`src/hw/mac_txrx_regs.vh`:
```
// Register indices, field positions and limits of the MAC control block.
`ifndef MAC_TXRX_REGS_VH
`define MAC_TXRX_REGS_VH
`define IDX_TXCTRL 6'h02
`define IDX_TXSTAT1 6'h03
`define IDX_TXSTAT2 6'h04
`define IDX_RXCTRL 6'h05
`define IDX_RXSTAT 6'h06
`define CTRL_RESET 8'h00
`define STAT_RESET 8'h00
`define CTRL_WMASK 8'h7F
`define TXC_JABOFF 6
`define TXC_RETRY 5
`define TXC_S2PAD 4
`define TXC_S2FCS 3
`define TXC_S1PAD 2
`define TXC_S1FCS 1
`define TXC_GO 0
`define RXC_WDOFF 6
`define RXC_DROPLONG 5
`define RXC_DROPFCS 4
`define RXC_ALLMC 3
`define RXC_RUNT 2
`define RXC_PROM 1
`define RXC_EN 0
`define JABBER_BYTES 12'h800
`define WINDOW_BYTES 12'h040
`define MAX_FRAME 12'h5F2
`define BYTES_SAT 12'hFFF
`define BYTES_ZERO 12'h000
`define BYTES_ONE 12'h001
`define COLL_MAX 5'h0F
`define COLL_SAT 5'h10
`define COLL_ZERO 5'h00
`define COLL_ONE 5'h01
`define RESP_OKAY 2'h0
`define RESP_SLVERR 2'h2
`endif

```
`src/hw/mac_txrx_control_status.v`:
```
// MAC transmit and receive control and status logic with AXI4-Lite registers.
//
// Function
// - Jabber off bit stops 2048-byte transmit limit.
// - Abort after 16 collisions unless retry set.
// - Per-slot pad and FCS disable bits.
// - Go bit starts send, self-clears when done.
// - Separate status register per transmit slot.
// - Flag jabber timeout on truncated frame.
// - Flag carrier loss during transmit.
// - Flag carrier never present during transmit.
// - Flag collision after 64-byte window.
// - Flag any collision in slot status.
// - Flag transmit aborted after 16 collisions.
// - Watchdog off bit stops 2048-byte receive limit.
// - Drop received frames over 1522 bytes.
// - Drop received frames with bad FCS.
// - Flag received frame under 64 bytes.
// - Flag received multicast destination.
// - Flag late collision during reception.
// - Flag reception longer than 2048 bytes.
// - Flag PHY symbol error during reception.
// - Flag frame ending off byte boundary.
// - Flag received frame with bad FCS.
// - Flag receive FIFO overflow during frame.
//
// Chosen here: the AXI4-Lite register port.
`include "mac_txrx_regs.vh"
module mac_txrx_control_status (
  input wire clk,
  input wire rst,
  input wire [7:0] awaddr,
  input wire awvalid,
  output reg awready,
  input wire [31:0] wdata,
  input wire [3:0] wstrb,
  input wire wvalid,
  output reg wready,
  output reg [1:0] bresp,
  output reg bvalid,
  input wire bready,
  input wire [7:0] araddr,
  input wire arvalid,
  output reg arready,
  output reg [31:0] rdata,
  output reg [1:0] rresp,
  output reg rvalid,
  input wire rready,
  input wire carrierPin,
  input wire symbolErrPin,
  input wire loopbackOn,
  input wire txByteSent,
  input wire txFrameEnd,
  input wire txCollision,
  output reg txStart,
  output reg txSlotTwo,
  output reg txPadOn,
  output reg txFcsOn,
  output reg txRetry,
  output reg txCut,
  output reg txDone,
  input wire rxFrameStart,
  input wire rxByteSeen,
  input wire rxFrameEnd,
  input wire rxCollision,
  input wire rxFifoOverrun,
  input wire rxGroupAddr,
  input wire rxAddrMatch,
  input wire rxFcsBad,
  input wire rxDribble,
  output reg rxActive,
  output reg rxCut,
  output reg rxAccept,
  output reg rxDrop
);
  localparam [1:0] T_IDLE = 2'b01;
  localparam [1:0] T_SEND = 2'b10;
  localparam [1:0] R_IDLE = 2'b01;
  localparam [1:0] R_RECV = 2'b10;

  reg [7:0] txCtrl_r;
  reg [7:0] txStat1_r;
  reg [7:0] txStat2_r;
  reg [7:0] rxCtrl_r;
  reg [7:0] rxStat_r;
  reg awHeld_r;
  reg [5:0] awIdx_r;
  reg wHeld_r;
  reg [7:0] wByte_r;
  reg wLane_r;
  reg crsMeta_r;
  reg crsSync_r;
  reg symMeta_r;
  reg symSync_r;
  reg [1:0] txState_r;
  reg [11:0] txBytes_r;
  reg [4:0] txColls_r;
  reg txSlot_r;
  reg carrierSeen_r;
  reg fJab_r;
  reg fLost_r;
  reg fLate_r;
  reg fCol_r;
  reg fExc_r;
  reg [1:0] rxState_r;
  reg [11:0] rxBytes_r;
  reg fRxLate_r;
  reg fRxWd_r;
  reg fRxSym_r;
  reg fRxOvr_r;

  function mapped;
    input [5:0] idx;
    begin
      mapped = (idx >= `IDX_TXCTRL) && (idx <= `IDX_RXSTAT);
    end
  endfunction

  function [11:0] bump;
    input [11:0] cnt;
    begin
      bump = (cnt == `BYTES_SAT) ? cnt : cnt + `BYTES_ONE;
    end
  endfunction

  wire wrFire = awHeld_r & wHeld_r & ~bvalid;
  wire wrCtl = wrFire & wLane_r;
  wire goBit = txCtrl_r[`TXC_GO];
  wire jabOff = txCtrl_r[`TXC_JABOFF];
  wire retryOn = txCtrl_r[`TXC_RETRY];
  wire sending = txState_r == T_SEND;
  wire collAbort = sending & txCollision & ~retryOn &
    (txColls_r == `COLL_MAX);
  wire jabHit = sending & txByteSent & ~jabOff &
    (txBytes_r == `JABBER_BYTES);
  wire txFinish = collAbort | jabHit |
    (sending & txFrameEnd & ~txCollision);
  wire carrierNow = crsSync_r;
  wire lostNow = fLost_r | (carrierSeen_r & ~carrierNow);
  // Carrier indications are forced low in loopback, where they mean nothing.
  wire [7:0] txStatNew = {fJab_r | jabHit,
    lostNow & ~loopbackOn,
    ~(carrierSeen_r | carrierNow) & ~loopbackOn,
    fLate_r | (txCollision & (txBytes_r >= `WINDOW_BYTES)),
    fCol_r | txCollision,
    fExc_r | collAbort,
    2'b00};
  wire receiving = rxState_r == R_RECV;
  wire wdHit = receiving & rxByteSeen & ~rxCtrl_r[`RXC_WDOFF] &
    (rxBytes_r == `JABBER_BYTES);
  wire rxFinish = wdHit | (receiving & rxFrameEnd);
  wire isRunt = rxBytes_r < `WINDOW_BYTES;
  wire isLong = rxBytes_r > `MAX_FRAME;
  wire [7:0] rxStatNew = {isRunt,
    rxGroupAddr,
    fRxLate_r | (rxCollision & (rxBytes_r >= `WINDOW_BYTES)),
    fRxWd_r | wdHit,
    fRxSym_r | symSync_r,
    rxDribble,
    rxFcsBad,
    fRxOvr_r | rxFifoOverrun};
  wire addrPass = rxAddrMatch | rxCtrl_r[`RXC_PROM] |
    (rxGroupAddr & rxCtrl_r[`RXC_ALLMC]);
  wire dropIt = (isLong & rxCtrl_r[`RXC_DROPLONG]) |
    (rxFcsBad & rxCtrl_r[`RXC_DROPFCS]) |
    (isRunt & ~rxCtrl_r[`RXC_RUNT]) |
    ~addrPass | wdHit | fRxOvr_r | rxFifoOverrun;

  // Pins from the PHY are not on this clock, so each gets two flops.
  always @(posedge clk)
  begin
    if (rst)
    begin
      crsMeta_r <= 1'b0;
      crsSync_r <= 1'b0;
      symMeta_r <= 1'b0;
      symSync_r <= 1'b0;
    end
    else
    begin
      crsMeta_r <= carrierPin;
      crsSync_r <= crsMeta_r;
      symMeta_r <= symbolErrPin;
      symSync_r <= symMeta_r;
    end
  end

  // Write channel. Address and data are taken in either order and held.
  always @(posedge clk)
  begin
    if (rst)
    begin
      awready <= 1'b1;
      wready <= 1'b1;
      awHeld_r <= 1'b0;
      wHeld_r <= 1'b0;
      awIdx_r <= 6'h00;
      wByte_r <= 8'h00;
      wLane_r <= 1'b0;
      bvalid <= 1'b0;
      bresp <= `RESP_OKAY;
    end
    else
    begin
      if (awvalid & awready)
      begin
        awHeld_r <= 1'b1;
        awIdx_r <= awaddr[7:2];
        awready <= 1'b0;
      end
      if (wvalid & wready)
      begin
        wHeld_r <= 1'b1;
        wByte_r <= wdata[7:0];
        wLane_r <= wstrb[0];
        wready <= 1'b0;
      end
      if (wrFire)
      begin
        awHeld_r <= 1'b0;
        wHeld_r <= 1'b0;
        bvalid <= 1'b1;
        bresp <= mapped(awIdx_r) ? `RESP_OKAY : `RESP_SLVERR;
      end
      else if (bvalid & bready)
      begin
        bvalid <= 1'b0;
        awready <= 1'b1;
        wready <= 1'b1;
      end
    end
  end

  // Read channel answers one cycle after the address is taken.
  always @(posedge clk)
  begin
    if (rst)
    begin
      arready <= 1'b1;
      rvalid <= 1'b0;
      rdata <= 32'h00000000;
      rresp <= `RESP_OKAY;
    end
    else if (arvalid & arready)
    begin
      arready <= 1'b0;
      rvalid <= 1'b1;
      rresp <= mapped(araddr[7:2]) ? `RESP_OKAY : `RESP_SLVERR;
      case (araddr[7:2])
        `IDX_TXCTRL: rdata <= {24'h000000, txCtrl_r};
        `IDX_TXSTAT1: rdata <= {24'h000000, txStat1_r};
        `IDX_TXSTAT2: rdata <= {24'h000000, txStat2_r};
        `IDX_RXCTRL: rdata <= {24'h000000, rxCtrl_r};
        `IDX_RXSTAT: rdata <= {24'h000000, rxStat_r};
        default: rdata <= 32'h00000000;
      endcase
    end
    else if (rvalid & rready)
    begin
      rvalid <= 1'b0;
      arready <= 1'b1;
    end
  end

  // A software write of go in the finishing cycle wins over the auto clear.
  always @(posedge clk)
  begin
    if (rst)
    begin
      txCtrl_r <= `CTRL_RESET;
      rxCtrl_r <= `CTRL_RESET;
    end
    else
    begin
      if (wrCtl && awIdx_r == `IDX_TXCTRL)
      begin
        txCtrl_r <= (wByte_r & `CTRL_WMASK) |
          {7'h00, goBit & ~txFinish};
      end
      else if (txFinish)
      begin
        txCtrl_r[`TXC_GO] <= 1'b0;
      end
      if (wrCtl && awIdx_r == `IDX_RXCTRL)
      begin
        rxCtrl_r <= wByte_r & `CTRL_WMASK;
      end
    end
  end

  // Transmit sequencer. Slots alternate, one then two, after each frame.
  always @(posedge clk)
  begin
    if (rst)
    begin
      txState_r <= T_IDLE;
      txBytes_r <= `BYTES_ZERO;
      txColls_r <= `COLL_ZERO;
      txSlot_r <= 1'b0;
      carrierSeen_r <= 1'b0;
      fJab_r <= 1'b0;
      fLost_r <= 1'b0;
      fLate_r <= 1'b0;
      fCol_r <= 1'b0;
      fExc_r <= 1'b0;
      txStat1_r <= `STAT_RESET;
      txStat2_r <= `STAT_RESET;
      txStart <= 1'b0;
      txSlotTwo <= 1'b0;
      txPadOn <= 1'b1;
      txFcsOn <= 1'b1;
      txRetry <= 1'b0;
      txCut <= 1'b0;
      txDone <= 1'b0;
    end
    else
    begin
      txStart <= 1'b0;
      txRetry <= 1'b0;
      txCut <= 1'b0;
      txDone <= 1'b0;
      case (txState_r)
        T_IDLE:
        begin
          if (goBit)
          begin
            txState_r <= T_SEND;
            txStart <= 1'b1;
            txSlotTwo <= txSlot_r;
            txPadOn <= ~(txSlot_r ? txCtrl_r[`TXC_S2PAD] :
              txCtrl_r[`TXC_S1PAD]);
            txFcsOn <= ~(txSlot_r ? txCtrl_r[`TXC_S2FCS] :
              txCtrl_r[`TXC_S1FCS]);
            txBytes_r <= `BYTES_ZERO;
            txColls_r <= `COLL_ZERO;
            carrierSeen_r <= 1'b0;
            fJab_r <= 1'b0;
            fLost_r <= 1'b0;
            fLate_r <= 1'b0;
            fCol_r <= 1'b0;
            fExc_r <= 1'b0;
          end
        end
        T_SEND:
        begin
          if (carrierNow)
          begin
            carrierSeen_r <= 1'b1;
          end
          fLost_r <= lostNow;
          if (txFinish)
          begin
            txState_r <= T_IDLE;
            txDone <= 1'b1;
            txCut <= collAbort | jabHit;
            txSlot_r <= ~txSlot_r;
            if (txSlot_r)
            begin
              txStat2_r <= txStatNew;
            end
            else
            begin
              txStat1_r <= txStatNew;
            end
          end
          else if (txCollision)
          begin
            fCol_r <= 1'b1;
            if (txBytes_r >= `WINDOW_BYTES)
            begin
              fLate_r <= 1'b1;
            end
            if (txColls_r != `COLL_SAT)
            begin
              txColls_r <= txColls_r + `COLL_ONE;
            end
            txBytes_r <= `BYTES_ZERO;
            txRetry <= 1'b1;
          end
          else if (txByteSent)
          begin
            txBytes_r <= bump(txBytes_r);
          end
        end
        default:
        begin
          txState_r <= T_IDLE;
        end
      endcase
    end
  end

  // Receive tracker. A frame started while reception is off is ignored.
  always @(posedge clk)
  begin
    if (rst)
    begin
      rxState_r <= R_IDLE;
      rxBytes_r <= `BYTES_ZERO;
      fRxLate_r <= 1'b0;
      fRxWd_r <= 1'b0;
      fRxSym_r <= 1'b0;
      fRxOvr_r <= 1'b0;
      rxStat_r <= `STAT_RESET;
      rxActive <= 1'b0;
      rxCut <= 1'b0;
      rxAccept <= 1'b0;
      rxDrop <= 1'b0;
    end
    else
    begin
      rxCut <= 1'b0;
      rxAccept <= 1'b0;
      rxDrop <= 1'b0;
      case (rxState_r)
        R_IDLE:
        begin
          if (rxFrameStart & rxCtrl_r[`RXC_EN])
          begin
            rxState_r <= R_RECV;
            rxActive <= 1'b1;
            rxBytes_r <= `BYTES_ZERO;
            fRxLate_r <= 1'b0;
            fRxWd_r <= 1'b0;
            fRxSym_r <= 1'b0;
            fRxOvr_r <= 1'b0;
          end
        end
        R_RECV:
        begin
          if (rxFinish)
          begin
            rxState_r <= R_IDLE;
            rxActive <= 1'b0;
            rxCut <= wdHit;
            rxStat_r <= rxStatNew;
            rxAccept <= ~dropIt;
            rxDrop <= dropIt;
          end
          else
          begin
            if (rxByteSeen)
            begin
              rxBytes_r <= bump(rxBytes_r);
            end
            if (rxCollision && rxBytes_r >= `WINDOW_BYTES)
            begin
              fRxLate_r <= 1'b1;
            end
            if (symSync_r)
            begin
              fRxSym_r <= 1'b1;
            end
            if (rxFifoOverrun)
            begin
              fRxOvr_r <= 1'b1;
            end
          end
        end
        default:
        begin
          rxState_r <= R_IDLE;
        end
      endcase
    end
  end
endmodule

```
`config.mk`:
```
export PLATFORM = sky130hd
export DESIGN_NAME = mac_txrx_control_status
export DESIGN_NICKNAME = d
export VERILOG_FILES = /design/src/hw/mac_txrx_control_status.v
export VERILOG_INCLUDE_DIRS = /design/src /design/src/hw
export SDC_FILE = /design/constraint.sdc
export NUM_CORES = 1
export LEC_CHECK = 0
export BUFFER_PORTS_ARGS = -buffer_cell sky130_fd_sc_hd__buf_2
export CAP_MARGIN = 20
export CORE_AREA = 3 3 90 127
export DETAILED_ROUTE_END_ITERATION = 6
export DIE_AREA = 0 0 93 130
export GPL_TIMING_DRIVEN = 0
export PLACE_DENSITY_LB_ADDON = 0.3
export SLEW_MARGIN = 20
export SYNTH_ARGS = -nofsm -noshare
export SYNTH_HDL_FRONTEND = slang
export SYNTH_SLANG_ARGS = --single-unit
export TNS_END_PERCENT = 5
```
`constraint.sdc`:
```
create_clock -name clk -period 6.3 [get_ports clk]
set_input_delay 0.315 -clock clk [delete_from_list [all_inputs] [get_ports clk]]
set_output_delay 0.315 -clock clk [all_outputs]
set_load 0.02 [all_outputs]
```
==> results.toml <==
[route]
totalWireLength_mm = 15.5
drtIter0Drc = 316
wl_per_cell_microns = 16.6
post-route-drc-count = 0
firstDrtPassIters = 7
ant_nets = 0
vias = 5389
viasPerCell = 5.78

[logic_synthesis]
netlist_instances = 673
ys_ff_latch = 121
synth_commonest_cells = "dfxtp_1 (121), nand2_1 (74), a21oi_1 (64), nor2_1 (49), nand3_1 (40)"
syn_area_sq_um = 5690
netlist-cell-type-count = 65
syn_area_per_cell_sq_um = 8.46
yosys.cell_count.top_type = "dfxtp_1"
yosysTopAreaCellShare = 0.425
async_flop_share = 0
synth_top_area_cell = "dfxtp_1"
synth_edf_count = 0
yosys_warnings = 0
synth_area_leaders = "dfxtp_1 (43%), a21oi_1 (5.6%), nand2_1 (4.9%), buf_4 (3.7%), nand3_1 (3.5%)"
synth_ff_type = "dfxtp_1"
ys_seq_area_frac = 0.425

[sta]
finClkSkew_ns = 0.00565
max_freq_mhz = 382
finalSetupViolations = 0
finalHoldViolations = 0
worst_pin_slew_ns = 0.823
fin_crit_sh = 0.415
holdWs_ns = 0.129
slew_headroom = 0.443
rsz0062_at_grt = "no"
slew_viol_final = 0
min_period_ns = 2.62
fin_setup_tns_ns = 0
finalWorstSetupSlack_ns = 3.68

[global_route]
grt_max_degree = 17
grt.total_usage = 0.264
grt_pass1_wl_mm = 25.2
grt-ovfl-total = 0
antenna_found_initial = 0
grt_pass1_vias = 5270

[die]
core_area_sq_um = 10300
die_y_microns = 130
initial_utilization = 0.550
io_pins = 126
die_w_microns = 93
num_rows = 44
die_area_sq_um = 12100

[placed_design]
place_congestion = 0.901
dpl-instance-area_sq_um = 6280
place_ws_ns = 3.74
portBuffers = 65
hpwlAfterDp_mm = 11.5

[clock_tree]
cts_root_buffer = "clkbuf_16"
htree_levels = 4
postCtsHoldBufs = 0
cts_resized = 0
clock_latency_ns = 0.41
path_clk_slew_ns = 0.06
cts_tree = "yes"
cts.sinks = 121
cts_made_buffers = 17
cts_buffer_depth = 2
post_cts_buffers = 0

[flow_run]
cap_violations = 0

[worst_setup_path]
critPathKind = "reg2reg"
reg2regPathDepth = 10
cp-end-kind = "flop"
required_ns = 6.64
arrival_ns = 2.96
worstSetupStartpointType = "flop"
crit_end = "txColls_r[3]"
startpoint = "txColls_r[1]"
r2r_start = "txColls_r[1]"
crit_path_max_fanout = 10
r2r_end = "txColls_r[3]"
regToRegSetupSlack_ns = 3.68

[power]
p_sw_mw = 0.425
peakVddDrop_mv = 0.211
pwr-share-clk = 0.513
p_sw_frac = 0.231
internal_power_mw = 1.41
seqPwrFrac = 0.426
power_leakage_nw = 2.72
power.density_nw_per_um2 = 268
combinationalPowerShare = 0.060
total_power_mw = 1.84

[layout]
nFillCells = 915
drive_above_1_share = 0.193
area_delta_synth_final_pct = 20.6
num_antenna_cells = 0
final_nets = 866
fin_area_sq_um = 6860

[outcome]
status = "complete, no violations"

[hold_path]
hp-class = "in2reg"
## power groups by stage
stage / Sequential [mW] / Clock, mW / Combinational (mW)
after floorplan: 0.802 / 0 / 0.0690
after global placement: 0.799 / 0 / 0.107
after detailed placement: 0.800 / 0 / 0.109
after CTS: 0.784 / 0.950 / 0.109
after global routing: 0.785 / 0.990 / 0.121
final: 0.784 / 0.945 / 0.111
## per-stage QoR
stage / std cells / utilization
2_1_floorplan: 698 / -
3_3_place_gp: 901 / 0.607
3_5_place_dp: 901 / 0.607
4_1_cts: 932 / 0.663
5_1_grt: 932 / 0.663
6_report: 932 / 0.663
## critical path, cell delays in order (launching register included)
cell and delay (ns):
dfxtp_1 0.38, ha_1 0.21, and3_1 0.17, ha_1 0.17, and3b_1 0.16, clkbuf_1 0.26, a21oi_2 0.11, a31oi_2 0.48
buf_2 0.33, o21ai_0 0.14, a21oi_1 0.15
## worst min-delay path by stage
| stage | from | end | slack, ns | depth (start not counted) |
|---|---|---|---|---|
| 2_1_floorplan | crsMeta_r | carrierNow | 0.41 | 1 |
| 5_1_grt | awaddr[5] | awIdx_r[3] | 0.14 | 3 |
| 3_3_place_gp | symMeta_r | symSync_r | 0.42 | 1 |
| 3_5_place_dp | symMeta_r | symSync_r | 0.42 | 1 |
| 6_report | symbolErrPin | symMeta_r | 0.13 | 2 |
| 4_1_cts | symbolErrPin | symMeta_r | 0.12 | 2 |
## cells by family (layout without fill, tap and decap cells)
kind of cell,after synthesis,in the layout,share of synthesized area
adder cells (fa/ha/maj),10,10,0.0220
multiplexers,27,27,0.0495
AND/OR/NAND/NOR,261,261,0.236
XOR/XNOR,1,1,0.00154
other,1,26,0.000659
buffers and inverters,87,183,0.0780
flip-flops,121,121,0.425
AO/OA/AOI/OAI,165,165,0.186
## layer usage
metal | vias up | global-route usage | part of all wire
met3 | 45 | 0.0709 | 0.062
met4 | 0 | 0.139 | 0.042
met1 | 2517 | 0.298 | 0.39
li1 | 2600 | - | -
met5 | - | 0 | 0
met2 | 227 | 0.455 | 0.51
## final cells by class
cell class | instances | area (sq um) | share of cell area
repair buffers | 65 | 325 | 0.0474
multi-input cells | 490 | 2920 | 0.425
clock inverters | 11 | 123 | 0.0179
plain buffers | 67 | 369 | 0.0538
flip-flops and latches | 121 | 2420 | 0.353
well taps | 138 | 173 | 0.0252
clock buffers | 20 | 457 | 0.0665
inverters | 20 | 75.1 | 0.0109
## placed cells by master (no fill, tap or decap), drive strengths merged, types with 7 or more instances in the layout
master	instances
mux2i	18
dfxtp	121
nand3	40
inv	20
a22o	12
mux2	9
nand4	12
a211oi	13
ha	10
a31oi	16
buf	104
nor2b	8
a21oi	65
or4	15
and2	7
clkbuf	48
and3	7
o21ai	23
nor2	49
nor3	15
conb	26
nand2	75
## registers in the layout, summed over array words and instances, names as in the netlist, 7 cells and up
register	flops
txCtrl_r	7
rxBytes_r	12
rxStat_r	8
rxCtrl_r	7
txBytes_r	12
rdata	8
wByte_r	7
(Power assumes the default switching activity.)
